File: config.mk
export PLATFORM = sky130hd
export DESIGN_NAME = fcp_unit
export DESIGN_NICKNAME = d
export VERILOG_FILES = /design/src/hw/fcp_pkg.sv /design/src/hw/fcp_lock_if.sv /design/src/hw/fcp_unit.sv /design/src/hw/fcp_timer.sv /design/src/hw/fcp_lockword.sv
export SDC_FILE = /design/constraint.sdc
export NUM_CORES = 1
export LEC_CHECK = 0
export ABC_AREA = 1
export BUFFER_PORTS_ARGS = -buffer_cell sky130_fd_sc_hd__buf_2
export CORE_MARGIN = 1
export CORE_UTILIZATION = 40
export CTS_BUF_LIST = sky130_fd_sc_hd__clkbuf_2
export DETAILED_ROUTE_END_ITERATION = 10
export PLACE_DENSITY_LB_ADDON = 0.15
export REMOVE_ABC_BUFFERS = 1
export SETUP_SLACK_MARGIN = 0.05
export SLEW_MARGIN = 40
export SYNTH_ARGS = -nofsm -noshare
export SYNTH_HDL_FRONTEND = slang
export SYNTH_SLANG_ARGS = --single-unit
File: constraint.sdc
create_clock -name clock -period 2.69 [get_ports clock]
set_input_delay 0.807 -clock clock [delete_from_list [all_inputs] [get_ports clock]]
set_output_delay 0.807 -clock clock [all_outputs]
set_load 0.01 [all_outputs]
File: src/hw/fcp_pkg.sv
// constants, codes and states for the flash command and protection unit
package fcp_pkg;
  localparam int          DW            = 16;
  localparam int          CMD_AW        = 14;
  localparam int          NBLK          = 11;
  localparam int          TMO_W         = 16;
  localparam int          PULSE_W       = 8;
  localparam logic [13:0] UNLOCK_ADDR1  = 14'h1554;
  localparam logic [13:0] UNLOCK_ADDR2  = 14'h2aa8;
  localparam logic [7:0]  CODE_EN1      = 8'ha8;
  localparam logic [7:0]  CODE_EN2      = 8'h54;
  localparam logic [7:0]  CODE_RESET    = 8'hf0;
  localparam logic [7:0]  CODE_PROG     = 8'ha0;
  localparam logic [7:0]  CODE_ERASE_EN = 8'h80;
  localparam logic [7:0]  CODE_CONF     = 8'h30;
  localparam logic [7:0]  CODE_CHIP     = 8'h10;
  localparam logic [7:0]  CODE_SUSP     = 8'hb0;
  localparam logic [7:0]  CODE_RESUME   = 8'h30;
  localparam logic [7:0]  CODE_PROT_EN  = 8'hc0;
  localparam logic [7:0]  CODE_BYPASS   = 8'hc1;
  localparam logic [15:0] CODE_TRAP     = 16'h009b;
  localparam logic [15:0] WORD_ERASED   = 16'hffff;
  localparam logic [15:0] WORD_PREPROG  = 16'h0000;
  localparam logic [15:0] LOCK_INIT     = 16'hffff;
  localparam logic [15:0] LOCK_MASK     = 16'h87ff;
  localparam int          CODE_LOCK_POS = 15;
  localparam logic [3:0]  LAST_BLK      = 4'ha;
  localparam logic [3:0]  BLK_END       = 4'hb;
  localparam int          ST_POLL       = 7;
  localparam int          ST_TOGA       = 6;
  localparam int          ST_FAIL       = 5;
  localparam int          ST_TMR        = 3;
  localparam int          ST_TOGB       = 2;
  localparam logic [1:0]  OP_PROG       = 2'h0;
  localparam logic [1:0]  OP_ZERO       = 2'h1;
  localparam logic [1:0]  OP_ERASE      = 2'h2;
  localparam int          CLK_PERIOD_NS = 10;
  localparam int          WIPE_TMO_NS   = 96000;
  localparam int          WIPE_TMO_CYC  = WIPE_TMO_NS / CLK_PERIOD_NS;
  localparam int          SUSP_MIN_NS   = 100;
  localparam int          SUSP_MIN_CYC  = (SUSP_MIN_NS + CLK_PERIOD_NS - 1) / CLK_PERIOD_NS;
  typedef enum logic [3:0] {
    S_READ, S_EN1, S_EN2, S_PGM_DATA, S_PROG, S_ER3, S_ER4, S_ER5,
    S_TMO, S_ERASE, S_SWAIT, S_SUSP, S_PEN, S_BYP, S_FAIL
  } fcp_state_e;
endpackage : fcp_pkg

File: src/hw/fcp_lock_if.sv
// carrier between the sequencer and the protection word store
`timescale 1ns/1ps
`default_nettype none
interface fcp_lock_if;
  logic        prog;
  logic [15:0] prog_data;
  logic [15:0] stored;
  logic [15:0] active;
  logic        err;
  modport owner (input prog, input prog_data, output stored, output active, output err);
  modport user  (output prog, output prog_data, input stored, input active, input err);
endinterface : fcp_lock_if
`default_nettype wire

File: src/hw/fcp_unit.sv
// command interface, erase/program sequencer and protection for the flash array
`timescale 1ns/1ps
`default_nettype none
module fcp_unit
  import fcp_pkg::*;
#(
  parameter int AW           = 18,
  parameter int MAX_PULSES   = 16,
  parameter int WIPE_TMO_CYC = fcp_pkg::WIPE_TMO_CYC
) (
  // clock, enable and resets
  input  wire logic          clock,
  input  wire logic          ce,
  input  wire logic          sys_rst,
  input  wire logic          nv_por,
  // cpu access
  input  wire logic          cpu_wr,
  input  wire logic          cpu_rd,
  input  wire logic          cpu_from_flash,
  input  wire logic [AW-1:0] cpu_addr,
  input  wire logic [DW-1:0] cpu_wdata,
  output logic      [DW-1:0] cpu_rdata,
  output logic               cpu_rvalid,
  output logic               busy,
  // flash array
  output logic      [AW-1:0] arr_raddr,
  input  wire logic [DW-1:0] arr_rdata,
  output logic               arr_req,
  output logic      [1:0]    arr_op,
  output logic      [AW-1:0] arr_addr,
  output logic      [DW-1:0] arr_wdata,
  input  wire logic          arr_ack,
  input  wire logic          arr_ok
);
  // expiry is registered one edge late, so load one less to end on the count
  localparam logic [TMO_W-1:0] TMO_LOAD  = TMO_W'(WIPE_TMO_CYC - 1);
  localparam logic [TMO_W-1:0] SUSP_LOAD = TMO_W'(SUSP_MIN_CYC);
  localparam logic [PULSE_W-1:0] PULSE_LAST = PULSE_W'(MAX_PULSES - 1);

  if (AW < CMD_AW + 1) begin : g_bad_aw
    $error("fcp_unit: address too narrow");
  end
  if (WIPE_TMO_CYC < 2 || WIPE_TMO_CYC >= 2 ** TMO_W) begin : g_bad_tmo
    $error("fcp_unit: erase timeout out of range");
  end
  if (MAX_PULSES < 2 || MAX_PULSES >= 2 ** PULSE_W) begin : g_bad_pulses
    $error("fcp_unit: pulse limit out of range");
  end

  function automatic logic [3:0] blk_of(input logic [AW-1:0] a);
    blk_of = (a[AW-1 -: 4] > LAST_BLK) ? LAST_BLK : a[AW-1 -: 4];
  endfunction : blk_of

  fcp_state_e         state;
  fcp_state_e         next_state;
  fcp_state_e         home;
  logic [AW-1:0]      pgm_addr;
  logic [DW-1:0]      pgm_data;
  logic               pgm_chk;
  logic [NBLK-1:0]    sel;
  logic               susp_ctx;
  logic               bypass;
  logic [3:0]         cur_blk;
  logic               zero_phase;
  logic [PULSE_W-1:0] pulses;
  logic               ewfail;
  logic               arr_busy;
  logic               req_prog;
  logic               tog_a;
  logic               tog_b;
  logic               tmo_run;
  logic               tmo_exp;
  logic               susp_run;
  fcp_lock_if         lk ();

  // write decode
  wire [7:0] cmd_lo    = cpu_wdata[7:0];
  wire       at_a1     = cpu_addr[CMD_AW-1:0] == UNLOCK_ADDR1;
  wire       at_a2     = cpu_addr[CMD_AW-1:0] == UNLOCK_ADDR2;
  wire       wr_en1    = cpu_wr && at_a1 && cmd_lo == CODE_EN1;
  wire       wr_en2    = cpu_wr && at_a2 && cmd_lo == CODE_EN2;
  wire       wr_rst    = cpu_wr && cmd_lo == CODE_RESET;
  wire       wr_conf   = cpu_wr && cmd_lo == CODE_CONF;
  wire       wr_susp   = cpu_wr && cmd_lo == CODE_SUSP;
  wire       wr_chip   = cpu_wr && at_a1 && cmd_lo == CODE_CHIP;
  wire [3:0] wr_blk    = blk_of(cpu_addr);
  wire [NBLK-1:0] wr_onehot = NBLK'(1) << wr_blk;

  // engine decode
  wire code_locked = !lk.active[CODE_LOCK_POS];
  wire prog_bad    = |(pgm_data & ~arr_rdata);
  wire prog_locked = !lk.active[blk_of(pgm_addr)] && !bypass;
  wire prog_step   = state == S_PROG && pgm_chk && !arr_busy;
  wire prog_issue  = prog_step && !prog_bad && !prog_locked;
  wire prog_fail   = prog_step && (prog_bad || prog_locked);
  wire prog_ack    = arr_ack && req_prog;
  wire eng_ack     = arr_ack && !req_prog;
  wire eng_end     = cur_blk == BLK_END;
  wire eng_open    = sel[cur_blk] && (lk.active[cur_blk] || bypass);
  wire eng_step    = state == S_ERASE && !arr_busy && !eng_end;
  wire eng_issue   = eng_step && eng_open;
  wire eng_skip    = eng_step && !eng_open;
  wire eng_finish  = state == S_ERASE && !arr_busy && eng_end;
  wire eng_init    = state == S_ER5 && (wr_conf || wr_chip);
  wire take_pgm    = state == S_PGM_DATA && cpu_wr && !(susp_ctx && sel[wr_blk]);
  wire status_sel  = state inside {S_PROG, S_ERASE, S_TMO, S_SWAIT, S_FAIL}
                     || (state == S_SUSP && sel[blk_of(cpu_addr)]);
  wire req_open    = lk.active[blk_of(arr_addr)] || bypass;

  // status word: poll, toggles, fail, timeout
  wire poll_v = (state == S_SUSP) || (state == S_PROG && !pgm_data[ST_POLL]);
  wire [DW-1:0] stat_word = (DW'(poll_v) << ST_POLL) | (DW'(tog_a) << ST_TOGA)
                          | (DW'(state == S_FAIL) << ST_FAIL)
                          | (DW'(state != S_TMO) << ST_TMR)
                          | (DW'(tog_b) << ST_TOGB);
  wire [DW-1:0] rd_mux = status_sel ? stat_word
                       : (code_locked && !cpu_from_flash) ? CODE_TRAP : arr_rdata;

  assign home         = susp_ctx ? S_SUSP : S_READ;
  assign arr_raddr    = (state == S_PROG && pgm_chk) ? pgm_addr : cpu_addr;
  assign busy         = state inside {S_PROG, S_ERASE, S_TMO, S_SWAIT};
  assign lk.prog      = ce && state == S_PEN && cpu_wr && cmd_lo != CODE_BYPASS;
  assign lk.prog_data = cpu_wdata;

  always_comb begin
    next_state = state;
    unique case (state)
      S_READ:     if (wr_en1) next_state = S_EN1;
      S_EN1:      if (cpu_wr) next_state = wr_en2 ? S_EN2 : (wr_rst ? S_READ : home);
      S_EN2: begin
        if (cpu_wr) begin
          if (at_a1 && cmd_lo == CODE_PROG) next_state = S_PGM_DATA;
          else if (at_a1 && cmd_lo == CODE_ERASE_EN && !susp_ctx) next_state = S_ER3;
          else if (at_a1 && cmd_lo == CODE_PROT_EN && !susp_ctx) next_state = S_PEN;
          else next_state = wr_rst ? S_READ : home;
        end
      end
      S_PGM_DATA: if (cpu_wr) next_state = take_pgm ? S_PROG : home;
      S_PROG: begin
        if (prog_fail) next_state = S_FAIL;
        else if (prog_ack) next_state = arr_ok ? home : S_FAIL;
      end
      S_ER3:      if (cpu_wr) next_state = wr_en1 ? S_ER4 : S_READ;
      S_ER4:      if (cpu_wr) next_state = wr_en2 ? S_ER5 : S_READ;
      S_ER5: begin
        if (wr_conf) next_state = S_TMO;
        else if (wr_chip) next_state = S_ERASE;
        else if (cpu_wr) next_state = S_READ;
      end
      S_TMO: begin
        if (wr_conf) next_state = S_TMO;
        else if (wr_susp) next_state = S_SWAIT;
        else if (cpu_wr) next_state = S_READ;
        else if (tmo_exp) next_state = S_ERASE;
      end
      S_ERASE: begin
        if (wr_susp) next_state = S_SWAIT;
        else if (wr_rst) next_state = S_READ;
        else if (eng_finish) next_state = ewfail ? S_FAIL : S_READ;
      end
      S_SWAIT:    if (!susp_run && !arr_busy) next_state = S_SUSP;
      S_SUSP: begin
        if (cpu_wr && cmd_lo == CODE_RESUME) next_state = S_ERASE;
        else if (wr_en1) next_state = S_EN1;
        else if (wr_rst) next_state = S_READ;
      end
      S_PEN: begin
        if (cpu_wr) begin
          if (cmd_lo == CODE_BYPASS) next_state = S_BYP;
          else next_state = lk.err ? S_FAIL : S_READ;
        end
      end
      S_BYP:      if (cpu_wr) next_state = S_READ;
      S_FAIL:     if (wr_rst) next_state = S_READ;
      default:    next_state = S_READ;
    endcase
  end

  always_ff @(posedge clock) begin
    if (sys_rst) begin
      state    <= S_READ;
      susp_ctx <= 1'b0;
      bypass   <= 1'b0;
    end else if (ce) begin
      state    <= next_state;
      susp_ctx <= (next_state == S_SUSP) || (susp_ctx && !(next_state inside {S_READ, S_ERASE}));
      if (state == S_PEN && cpu_wr && cmd_lo == CODE_BYPASS) bypass <= 1'b1;
    end
  end

  // block selection for erase
  always_ff @(posedge clock) begin
    if (sys_rst) sel <= '0;
    else if (ce) begin
      if (next_state == S_READ) sel <= '0;
      else if (state == S_ER5 && wr_chip) sel <= '1;
      else if (state == S_ER5 && wr_conf) sel <= wr_onehot;
      else if (state == S_TMO && wr_conf) sel <= sel | wr_onehot;
    end
  end

  // erase engine walk over the selected blocks
  always_ff @(posedge clock) begin
    if (sys_rst || (ce && eng_init)) begin
      cur_blk    <= '0;
      zero_phase <= 1'b1;
      pulses     <= '0;
      ewfail     <= 1'b0;
    end else if (ce && eng_skip) begin
      cur_blk <= cur_blk + 4'h1;
    end else if (ce && eng_ack) begin
      if (zero_phase) zero_phase <= 1'b0;
      else if (arr_ok || pulses == PULSE_LAST) begin
        ewfail     <= ewfail || !arr_ok;
        cur_blk    <= cur_blk + 4'h1;
        zero_phase <= 1'b1;
        pulses     <= '0;
      end else pulses <= pulses + PULSE_W'(1);
    end
  end

  // array requests, one outstanding at a time
  always_ff @(posedge clock) begin
    if (sys_rst) begin
      arr_req  <= 1'b0;
      arr_busy <= 1'b0;
      req_prog <= 1'b0;
      arr_op   <= OP_PROG;
      arr_addr <= '0;
      arr_wdata <= WORD_ERASED;
    end else if (ce) begin
      arr_req <= prog_issue || eng_issue;
      if (prog_issue || eng_issue) begin
        arr_busy  <= 1'b1;
        req_prog  <= prog_issue;
        arr_op    <= prog_issue ? OP_PROG : (zero_phase ? OP_ZERO : OP_ERASE);
        arr_addr  <= prog_issue ? pgm_addr : {cur_blk, {(AW-4){1'b0}}};
        arr_wdata <= prog_issue ? pgm_data : (zero_phase ? WORD_PREPROG : WORD_ERASED);
      end else if (arr_ack) arr_busy <= 1'b0;
    end
  end

  // latched program target
  always_ff @(posedge clock) begin
    if (sys_rst) begin
      pgm_addr <= '0;
      pgm_data <= WORD_ERASED;
      pgm_chk  <= 1'b0;
    end else if (ce) begin
      if (take_pgm) begin
        pgm_addr <= cpu_addr;
        pgm_data <= cpu_wdata;
        pgm_chk  <= 1'b1;
      end else if (prog_issue || prog_fail) pgm_chk <= 1'b0;
    end
  end

  // read answer and toggle bits
  always_ff @(posedge clock) begin
    if (sys_rst) begin
      cpu_rdata  <= '0;
      cpu_rvalid <= 1'b0;
      tog_a      <= 1'b0;
      tog_b      <= 1'b0;
    end else if (ce) begin
      cpu_rvalid <= cpu_rd;
      if (cpu_rd) cpu_rdata <= rd_mux;
      if (cpu_rd && status_sel) begin
        tog_a <= tog_a ^ (state != S_SUSP);
        tog_b <= ~tog_b;
      end
    end
  end

  fcp_timer #(.CW(TMO_W)) u_tmo (
    .clock    (clock),
    .ce       (ce),
    .sys_rst  (sys_rst),
    .start    (state inside {S_ER5, S_TMO} && wr_conf),
    .stop     (state == S_TMO && cpu_wr && !wr_conf),
    .load_val (TMO_LOAD),
    .running  (tmo_run),
    .expired  (tmo_exp)
  );

  fcp_timer #(.CW(TMO_W)) u_susp (
    .clock    (clock),
    .ce       (ce),
    .sys_rst  (sys_rst),
    .start    (state != S_SWAIT && next_state == S_SWAIT),
    .stop     (1'b0),
    .load_val (SUSP_LOAD),
    .running  (susp_run),
    .expired  ()
  );

  fcp_lockword u_lock (
    .clock   (clock),
    .ce      (ce),
    .sys_rst (sys_rst),
    .nv_por  (nv_por),
    .lk      (lk)
  );
endmodule : fcp_unit
`default_nettype wire

File: src/hw/fcp_timer.sv
// loadable down-counter that pulses once when it runs out
`timescale 1ns/1ps
`default_nettype none
module fcp_timer #(
  parameter int CW = 16
) (
  // clock and control
  input  wire logic          clock,
  input  wire logic          ce,
  input  wire logic          sys_rst,
  // commands
  input  wire logic          start,
  input  wire logic          stop,
  input  wire logic [CW-1:0] load_val,
  // state
  output logic               running,
  output logic               expired
);
  logic [CW-1:0] count;

  if (CW < 2) begin : g_bad_width
    $error("fcp_timer: counter too narrow");
  end

  always_ff @(posedge clock) begin
    if (sys_rst) begin
      count   <= '0;
      running <= 1'b0;
      expired <= 1'b0;
    end else if (ce) begin
      expired <= 1'b0;
      if (start) begin
        count   <= load_val;
        running <= 1'b1;
      end else if (stop) begin
        running <= 1'b0;
      end else if (running) begin
        count   <= count - 1'b1;
        running <= (count != CW'(1));
        expired <= (count == CW'(1));
      end
    end
  end
endmodule : fcp_timer
`default_nettype wire

File: src/hw/fcp_lockword.sv
// non-volatile protection word and its reset-time working copy
`timescale 1ns/1ps
`default_nettype none
module fcp_lockword
  import fcp_pkg::*;
(
  // clock and resets
  input  wire logic clock,
  input  wire logic ce,
  input  wire logic sys_rst,
  input  wire logic nv_por,
  // sequencer side
  fcp_lock_if.owner lk
);
  assign lk.err = |(~lk.stored & lk.prog_data & LOCK_MASK);

  always_ff @(posedge clock) begin
    if (nv_por)
      lk.stored <= LOCK_INIT;
    else if (ce && lk.prog)
      lk.stored <= lk.stored & (lk.prog_data | ~LOCK_MASK);
  end

  always_ff @(posedge clock) begin
    if (sys_rst)
      lk.active <= lk.stored;
  end
endmodule : fcp_lockword
`default_nettype wire

==> run_summary.xml, run 1 <==
<?xml version="1.0" encoding="UTF-8"?>
<metrics>
  <group name="yosys">
    <metric name="postSynthAreaPerCell" unit="µm²">6.935</metric>
    <metric name="dominantRegCellSynth" unit="">sky130_fd_sc_hd__dfxtp_1</metric>
    <metric name="ys_warn_count" unit="">0</metric>
    <metric name="post_synth_num_cell_types" unit="">52</metric>
    <metric name="ys_async_sr_fraction" unit="%">0</metric>
    <metric name="synth.yosys.seq_area_share" unit="%">39.31</metric>
    <metric name="synth.cell_area" unit="mm²">0.009625</metric>
    <metric name="netlist_instances" unit="">1388</metric>
    <metric name="synth_edf_count" unit="">12</metric>
    <metric name="yosys_register_bits" unit="">183</metric>
  </group>
  <group name="grt">
    <metric name="globalRouteTotalUtil" unit="%">26.13</metric>
    <metric name="grt_pass1_wl" unit="µm">49960</metric>
    <metric name="first_global_vias" unit="">9597</metric>
    <metric name="antenna_found_initial" unit="">1</metric>
    <metric name="largest_net_degree_at_the_start_of_global_routing" unit="">79</metric>
    <metric name="overflow" unit="">0</metric>
  </group>
  <group name="worst_setup_path">
    <metric name="slowest_stage_cell_crit_path" unit="">sky130_fd_sc_hd__dfxtp_2</metric>
    <metric name="critPathLaunchType" unit="">register</metric>
    <metric name="setup.worst_path.end_class" unit="">output port</metric>
    <metric name="crit_path_cell_trace" unit="">buf_6 &gt; nor2_4 &gt; inv_2 &gt; nor2_4 &gt; nand2_4 &gt; buf_12 &gt; buf_12 &gt; o21ai_4 &gt; buf_6</metric>
    <metric name="crit_path_max_cell_delay" unit="ns">0.40</metric>
    <metric name="critPathMaxFanout" unit="">5</metric>
    <metric name="data_arrival_time_of_the_worst_path" unit="ns">2.30</metric>
    <metric name="worst_path_class_setup" unit="">reg -&gt; out</metric>
    <metric name="worst_ep_required_time" unit="ns">1.88</metric>
  </group>
  <group name="pwr">
    <metric name="netSwitchingPower" unit="mW">1.698</metric>
    <metric name="p_int" unit="mW">3.464</metric>
    <metric name="power.switching_fraction" unit="%">32.89</metric>
    <metric name="seq_power_share" unit="%">54.8</metric>
    <metric name="power.combinational.fraction" unit="%">16.5</metric>
    <metric name="static-leakage-power" unit="nW">5.908</metric>
    <metric name="vdd_ir_drop_max" unit="µV">298.3</metric>
    <metric name="power-per-cell-area" unit="mW/mm²">407.4</metric>
    <metric name="clock_power_share" unit="%">28.7</metric>
    <metric name="report.power.total" unit="mW">5.161</metric>
  </group>
  <group name="route">
    <metric name="number_of_vias_per_cell" unit="">5.101</metric>
    <metric name="ant_nets" unit="">0</metric>
    <metric name="initialDrtViolationCount" unit="">695</metric>
    <metric name="vias" unit="">10227</metric>
    <metric name="detail_route.wirelength" unit="µm">31960</metric>
    <metric name="number_of_remaining_drc_errors" unit="">0</metric>
    <metric name="firstDrtPassIters" unit="">5</metric>
    <metric name="routed_wire_length_per_instance" unit="µm">15.94</metric>
  </group>
  <group name="clock_network">
    <metric name="cts_htree_levels" unit="">4</metric>
    <metric name="cts_root_buf" unit="">sky130_fd_sc_hd__clkbuf_2</metric>
    <metric name="post_cts_hold_buffer_count" unit="">0</metric>
    <metric name="tritoncts" unit="">done</metric>
    <metric name="cts_buffers" unit="">17</metric>
    <metric name="cts_max_path_buffers" unit="">2</metric>
    <metric name="clock_sinks" unit="">183</metric>
    <metric name="path_clk_slew" unit="ns">0.33</metric>
    <metric name="clock_insertion_delay_worst_skew" unit="ns">0.82</metric>
  </group>
  <group name="sta">
    <metric name="grt_setup_unrepaired" unit="">yes</metric>
    <metric name="fin_worst_skew" unit="ns">0.05812</metric>
    <metric name="final-setup-viol-count" unit="">19</metric>
    <metric name="timing.final.crit_period" unit="ns">3.104</metric>
    <metric name="final_min_period_over_clock_period" unit="%">115.4</metric>
    <metric name="final-max-slew-violation-count" unit="">0</metric>
    <metric name="max_freq" unit="MHz">322.1</metric>
    <metric name="timing.slew.headroom" unit="%">55.37</metric>
    <metric name="finalHoldViolations" unit="">0</metric>
    <metric name="worst_slack" unit="ns">-0.4144</metric>
    <metric name="worst_pin_slew" unit="ns">0.6694</metric>
  </group>
  <group name="placement">
    <metric name="placed_cell_area" unit="mm²">0.01172</metric>
    <metric name="detailed_place_hpwl" unit="µm">23320</metric>
    <metric name="numPortBuffers" unit="">131</metric>
    <metric name="dpl_worst_slack" unit="ns">-0.4365</metric>
    <metric name="globalplace.congestion" unit="">0.9421</metric>
    <metric name="placed_cells" unit="">1947</metric>
  </group>
  <group name="final_layout">
    <metric name="mostFrequentLayoutCell" unit="">sky130_fd_sc_hd__nand2_1</metric>
    <metric name="layoutNonFillerInstCount" unit="">2005</metric>
    <metric name="fin_nets" unit="">1737</metric>
    <metric name="layout_common_cells" unit="">318 x sky130_fd_sc_hd__nand2_1, 163 x sky130_fd_sc_hd__dfxtp_1, 161 x sky130_fd_sc_hd__buf_4, 152 x sky130_fd_sc_hd__inv_1, 129 x sky130_fd_sc_hd__buf_2</metric>
    <metric name="share_of_cells_above_drive_strength_1" unit="%">28.19</metric>
    <metric name="final_cell_area" unit="mm²">0.01267</metric>
    <metric name="seqCellArea" unit="mm²">0.003796</metric>
    <metric name="fillers" unit="">2342</metric>
    <metric name="multiInputGateArea" unit="mm²">0.005325</metric>
    <metric name="layout.core_utilization" unit="%">53.81</metric>
    <metric name="area_growth_syn_to_layout" unit="%">31.61</metric>
  </group>
  <group name="die">
    <metric name="initial_utilization" unit="%">40.89</metric>
    <metric name="io-pin-count" unit="">132</metric>
    <metric name="chipHeight" unit="µm">157.1</metric>
    <metric name="floorplan.die_area" unit="mm²">0.02469</metric>
    <metric name="die_w" unit="µm">157.1</metric>
    <metric name="num_rows" unit="">56</metric>
    <metric name="core_region_area" unit="mm²">0.02354</metric>
  </group>
  <group name="min_path">
    <metric name="hold_class" unit="">in -&gt; reg</metric>
  </group>
  <group name="outcome">
    <metric name="failed_checks" unit="">negative setup slack</metric>
    <metric name="outcome" unit="">finished with violations</metric>
  </group>
  <group name="job">
    <metric name="drv_cap" unit="">0</metric>
  </group>
</metrics>
==> metrics by stage <==
stage	TNS [ns]	hold slack (ns)
2_1_floorplan	-27.74	0.4185
3_3_place_gp	-14.74	0.4337
3_5_place_dp	-15.95	0.4394
4_1_cts	-8.352	0.1299
5_1_grt	-10.10	0.08964
6_report	-7.395	0.1854
==> synth_stat cells (4+ instances only) <==
| cell type | number | share of area, % |
|---|---|---|
| sky130_fd_sc_hd__a21oi_1 | 104 | 5.4 |
| sky130_fd_sc_hd__a22oi_1 | 4 | 0.31 |
| sky130_fd_sc_hd__a31oi_1 | 5 | 0.32 |
| sky130_fd_sc_hd__buf_2 | 7 | 0.36 |
| sky130_fd_sc_hd__clkbuf_1 | 36 | 1.4 |
| sky130_fd_sc_hd__dfxtp_1 | 171 | 36 |
| sky130_fd_sc_hd__edfxtp_1 | 12 | 3.7 |
| sky130_fd_sc_hd__ha_1 | 6 | 0.78 |
| sky130_fd_sc_hd__inv_1 | 154 | 6.0 |
| sky130_fd_sc_hd__inv_2 | 13 | 0.51 |
| sky130_fd_sc_hd__nand2_1 | 339 | 13 |
| sky130_fd_sc_hd__nand2_2 | 8 | 0.52 |
| sky130_fd_sc_hd__nand2_4 | 4 | 0.47 |
| sky130_fd_sc_hd__nand3_1 | 86 | 4.5 |
| sky130_fd_sc_hd__nand3_2 | 5 | 0.52 |
| sky130_fd_sc_hd__nand3b_1 | 4 | 0.31 |
| sky130_fd_sc_hd__nand4_1 | 24 | 1.6 |
| sky130_fd_sc_hd__nor2_1 | 130 | 5.1 |
| sky130_fd_sc_hd__nor2_2 | 16 | 1.0 |
| sky130_fd_sc_hd__nor2_4 | 7 | 0.82 |
| sky130_fd_sc_hd__nor2_8 | 4 | 0.83 |
| sky130_fd_sc_hd__nor3_1 | 16 | 0.83 |
| sky130_fd_sc_hd__nor4_1 | 7 | 0.45 |
| sky130_fd_sc_hd__o211ai_1 | 46 | 3.6 |
| sky130_fd_sc_hd__o21a_1 | 9 | 0.70 |
| sky130_fd_sc_hd__o21ai_0 | 94 | 4.9 |
| sky130_fd_sc_hd__o21ai_1 | 5 | 0.26 |
| sky130_fd_sc_hd__o221ai_1 | 4 | 0.36 |
| sky130_fd_sc_hd__o22ai_1 | 15 | 0.97 |
| sky130_fd_sc_hd__xnor2_1 | 8 | 0.73 |
| sky130_fd_sc_hd__xor2_1 | 11 | 1.0 |
==> power groups by stage <==
stage	clock [mW]	combinational (mW)	sequential, mW
after detailed placement	0	0.739	2.87
after global routing	1.62	0.938	2.83
after floorplan	0	0.366	2.87
final	1.48	0.852	2.83
after CTS	1.51	0.758	2.83
after global placement	0	0.734	2.87
==> layer usage <==
| metal | routed length [µm] | vias up | GRT usage, % |
|---|---|---|---|
| met5 | 0 | - | 0 |
| met4 | 617 | 0 | 7.952 |
| met3 | 1972 | 41 | 6.002 |
| met2 | 14480 | 277 | 41.78 |
| met1 | 14900 | 4732 | 34.90 |
| li1 | - | 5177 | - |
==> worst max-delay path: cells and delay by family, from the launching register on <==
| kind | cells | cell delay, ns |
|---|---|---|
| compound gates | 1 | 0.14 |
| flops | 1 | 0.40 |
| buf+inv | 5 | 0.59 |
| simple gates | 3 | 0.37 |
==> logic make-up (layout without fill, tap and decap cells) <==
kind of cell / Yosys count / in the layout / synth area share, %
AO/OA/AOI/OAI: 301 / 301 / 18.25
XOR/XNOR: 19 / 19 / 1.729
adder cells (fa/ha/maj): 6 / 6 / 0.7799
buffers and inverters: 221 / 513 / 8.995
flip-flops: 183 / 183 / 39.31
other: 0 / 1 / 0
AND/OR/NAND/NOR: 658 / 663 / 30.94
==> sequential cells by signal, indices dropped and copies added (netlist names), 4 cells and up <==
register	count
pgm_data	16
u_tmo.count	16
u_lock.lk.active	12
arr_addr	18
sel	11
state	4
u_lock.lk.stored	12
cur_blk	4
u_susp.count	16
cpu_rdata	16
pulses	8
pgm_addr	18
arr_wdata	16
==> path summary, 6_finish.rpt <==
path                  from  depth (start not counted)              end  slack (ns)
max               state[0]                          9    arr_raddr[17]       -0.41
min          cpu_wdata[13]                          3     pgm_data[13]        0.19
max reg2reg       state[0]                         16  u_susp.count[5]        0.17
min reg2reg    pgm_addr[7]                          2      arr_addr[7]        0.45
==> timing repair <==
action	4_1_cts	5_1_grt
setup endpoints to repair	19	59
cloned	5	7
pin swaps	4	27
gates resized for setup	52	66
setup buffers	7	7
==> area by class of cell <==
cell class,count,area share (%)
multi-input combinational,989,42.03
sequential,183,29.97
timing repair buffer,310,17.76
inverter,171,5.106
tap,319,3.151
clock inverter,14,1.254
clock buffer,18,0.7111
antenna,1,0.01975
Note: power is estimated with default switching activity, not from simulation.
==> inputs of run 2 (changes only) <==
--- a/config.mk
+++ b/config.mk
@@ -13,8 +13,8 @@
 export DETAILED_ROUTE_END_ITERATION = 10
 export PLACE_DENSITY_LB_ADDON = 0.15
 export REMOVE_ABC_BUFFERS = 1
-export SETUP_SLACK_MARGIN = 0.05
 export SLEW_MARGIN = 40
 export SYNTH_ARGS = -nofsm -noshare
 export SYNTH_HDL_FRONTEND = slang
+export SYNTH_HIERARCHICAL = 1
 export SYNTH_SLANG_ARGS = --single-unit
==> run_summary.xml, run 2 <==
<?xml version="1.0" encoding="UTF-8"?>
<metrics>
  <group name="sta">
    <metric name="timing.hold.ws" unit="ns">0.1890</metric>
    <metric name="final_min_period_over_clock_period" unit="%">109.9</metric>
    <metric name="max_freq" unit="MHz">338.2</metric>
    <metric name="timing.slew.headroom" unit="%">60.50</metric>
    <metric name="final-max-slew-violation-count" unit="">0</metric>
    <metric name="worst_pin_slew" unit="ns">0.5926</metric>
    <metric name="grt_setup_unrepaired" unit="">yes</metric>
    <metric name="finalHoldViolations" unit="">0</metric>
    <metric name="setup_total_negative_slack" unit="ns">-5.488</metric>
    <metric name="fin_worst_skew" unit="ns">0.05587</metric>
    <metric name="worst_slack" unit="ns">-0.2668</metric>
    <metric name="final-setup-viol-count" unit="">34</metric>
    <metric name="timing.final.crit_period" unit="ns">2.957</metric>
  </group>
  <group name="worst_setup_path">
    <metric name="startpoint" unit="">state[3]</metric>
    <metric name="worst-path-buf-inv" unit="">4</metric>
    <metric name="timing.critical_path.to" unit="">arr_raddr[3]</metric>
    <metric name="setup.worst_path.end_class" unit="">output port</metric>
    <metric name="worst_path_class_setup" unit="">reg -&gt; out</metric>
    <metric name="crit_path_cell_trace" unit="">buf_6 &gt; nor2_4 &gt; inv_2 &gt; nor2_4 &gt; nand2_4 &gt; clkbuf_16 &gt; nand2_1 &gt; o21ai_2 &gt; buf_2</metric>
    <metric name="r2r_setup_slack" unit="ns">-0.09</metric>
    <metric name="worstReg2RegStart" unit="">pgm_addr[16]</metric>
    <metric name="timing.reg2reg.worst_path_depth" unit="">24</metric>
    <metric name="critPathMaxFanout" unit="">18</metric>
    <metric name="worst_ep_required_time" unit="ns">1.88</metric>
    <metric name="data_arrival_time_of_the_worst_path" unit="ns">2.15</metric>
    <metric name="cp_num_cells" unit="">9</metric>
    <metric name="crit_path_max_cell_delay" unit="ns">0.39</metric>
    <metric name="critPathTopFamily" unit="">buffers and inverters</metric>
    <metric name="slowest_stage_cell_crit_path" unit="">sky130_fd_sc_hd__dfxtp_2</metric>
    <metric name="critPathLaunchType" unit="">register</metric>
    <metric name="crit-reg2reg-capture" unit="">u_susp/count[9]</metric>
    <metric name="cp_common_cell" unit="">sky130_fd_sc_hd__nor2_4</metric>
  </group>
  <group name="outcome">
    <metric name="failed_checks" unit="">negative setup slack</metric>
    <metric name="outcome" unit="">finished with violations</metric>
  </group>
  <group name="route">
    <metric name="ant_nets" unit="">0</metric>
    <metric name="detail_route.wirelength" unit="µm">33470</metric>
    <metric name="initialDrtViolationCount" unit="">700</metric>
    <metric name="firstDrtPassIters" unit="">8</metric>
    <metric name="number_of_remaining_drc_errors" unit="">0</metric>
    <metric name="routed_wire_length_per_instance" unit="µm">14.66</metric>
    <metric name="number_of_vias_per_cell" unit="">4.960</metric>
    <metric name="vias" unit="">11324</metric>
  </group>
  <group name="clock_network">
    <metric name="clock_insertion_delay_worst_skew" unit="ns">0.81</metric>
    <metric name="tritoncts" unit="">done</metric>
    <metric name="clock_sinks" unit="">183</metric>
    <metric name="cts_htree_levels" unit="">4</metric>
    <metric name="cts_root_buf" unit="">sky130_fd_sc_hd__clkbuf_2</metric>
    <metric name="cts_buffers" unit="">17</metric>
    <metric name="path_clk_slew" unit="ns">0.33</metric>
    <metric name="post_cts_hold_buffer_count" unit="">0</metric>
    <metric name="cts_max_path_buffers" unit="">2</metric>
  </group>
  <group name="final_layout">
    <metric name="share_of_cells_above_drive_strength_1" unit="%">26.37</metric>
    <metric name="seqCellArea" unit="mm²">0.003801</metric>
    <metric name="largestRegisters" unit="">arr_addr x18, pgm_addr x18</metric>
    <metric name="fillers" unit="">2566</metric>
    <metric name="fin_nets" unit="">2001</metric>
    <metric name="area_growth_syn_to_layout" unit="%">30.98</metric>
    <metric name="mostFrequentLayoutCell" unit="">sky130_fd_sc_hd__nand2_1</metric>
    <metric name="layout_common_cells" unit="">423 x sky130_fd_sc_hd__nand2_1, 202 x sky130_fd_sc_hd__buf_4, 186 x sky130_fd_sc_hd__nor2_1, 180 x sky130_fd_sc_hd__inv_1, 157 x sky130_fd_sc_hd__dfxtp_1</metric>
    <metric name="multiInputGateArea" unit="mm²">0.005763</metric>
    <metric name="layoutNonFillerInstCount" unit="">2283</metric>
    <metric name="layout.core_utilization" unit="%">53.66</metric>
  </group>
  <group name="die">
    <metric name="die_w" unit="µm">162.8</metric>
    <metric name="io-pin-count" unit="">132</metric>
    <metric name="floorplan.die_area" unit="mm²">0.02651</metric>
    <metric name="initial_utilization" unit="%">40.97</metric>
    <metric name="core_region_area" unit="mm²">0.02525</metric>
    <metric name="num_rows" unit="">58</metric>
    <metric name="chipHeight" unit="µm">162.8</metric>
  </group>
  <group name="placement">
    <metric name="placed_cells" unit="">2227</metric>
    <metric name="globalplace.congestion" unit="">0.9871</metric>
    <metric name="detailed_place_hpwl" unit="µm">25120</metric>
    <metric name="numPortBuffers" unit="">131</metric>
  </group>
  <group name="pwr">
    <metric name="static-leakage-power" unit="nW">6.662</metric>
    <metric name="report.power.total" unit="mW">5.218</metric>
    <metric name="vdd_ir_drop_max" unit="µV">244.2</metric>
    <metric name="power-per-cell-area" unit="mW/mm²">385.1</metric>
  </group>
  <group name="grt">
    <metric name="antenna_found_initial" unit="">1</metric>
    <metric name="first_global_vias" unit="">10491</metric>
    <metric name="largest_net_degree_at_the_start_of_global_routing" unit="">57</metric>
    <metric name="overflow" unit="">0</metric>
    <metric name="globalRouteTotalUtil" unit="%">25.14</metric>
    <metric name="grt_pass1_wl" unit="µm">52850</metric>
  </group>
  <group name="yosys">
    <metric name="postSynthAreaPerCell" unit="µm²">6.483</metric>
    <metric name="netlist_instances" unit="">1596</metric>
    <metric name="ys_warn_count" unit="">6</metric>
    <metric name="synth.cell_area" unit="mm²">0.01035</metric>
  </group>
  <group name="min_path">
    <metric name="hold_class" unit="">in -&gt; reg</metric>
  </group>
  <group name="job">
    <metric name="drv_cap" unit="">0</metric>
  </group>
</metrics>
-- run 2: how the worst min path moves through the flow --
stage                               from                    to  depth (start not counted)
detailed placement           arr_addr[9]           arr_addr[9]                          2
global placement                   tog_a                 tog_a                          2
CTS                        cpu_wdata[11]          pgm_data[11]                          3
global route               cpu_wdata[12]          pgm_data[12]                          3
finish                     cpu_wdata[11]          pgm_data[11]                          3
floorplan           u_lock/lk.stored[15]  u_lock/lk.active[15]                          0
-- run 2: layer usage --
layer	GRT usage [%]	share of wire (%)
met1	32.51	45
met2	42.61	48
met3	4.329	4.8
met4	7.307	1.7
met5	0	0
-- run 2: metrics by stage --
step,instance area [µm²],setup slack (ns)
finish,13550,-0.2668
global route,13550,-0.4328
CTS,13440,-0.3344
detailed placement,12820,-0.8107
global placement,12820,-0.7672
floorplan,10100,-1.817
-- run 2: power breakdown --
group,switching (mW),internal (mW),total (mW)
clock,1.19,0.423,1.61
sequential,0.0316,2.80,2.83
combinational,0.455,0.322,0.777
total,1.68,3.54,5.22
-- run 2: cell type report --
type | instances | share of cell area, %
Sequential cell | 183 | 28.05
Clock inverter | 15 | 1.440
Antenna cell | 4 | 0.07386
Inverter | 203 | 5.734
Timing Repair inverter | 1 | 0.05540
Multi-Input combinational cell | 1178 | 42.53
Clock buffer | 17 | 0.6278
Timing Repair Buffer | 352 | 18.45
Tap cell | 330 | 3.047
-- run 2: what timing repair did --
action / in CTS / in global routing
cloned: 1 / 2
resized for setup: 86 / 24
setup endpoints to repair: 48 / 50
pin swaps: 22 / 4
setup buffers: 16 / 7
-- run 2: tightest hold or removal path, cell delays in order --
cell                       delay [ns]
sky130_fd_sc_hd__buf_2           0.08
sky130_fd_sc_hd__nand2_1         0.04
sky130_fd_sc_hd__o211ai_1        0.06
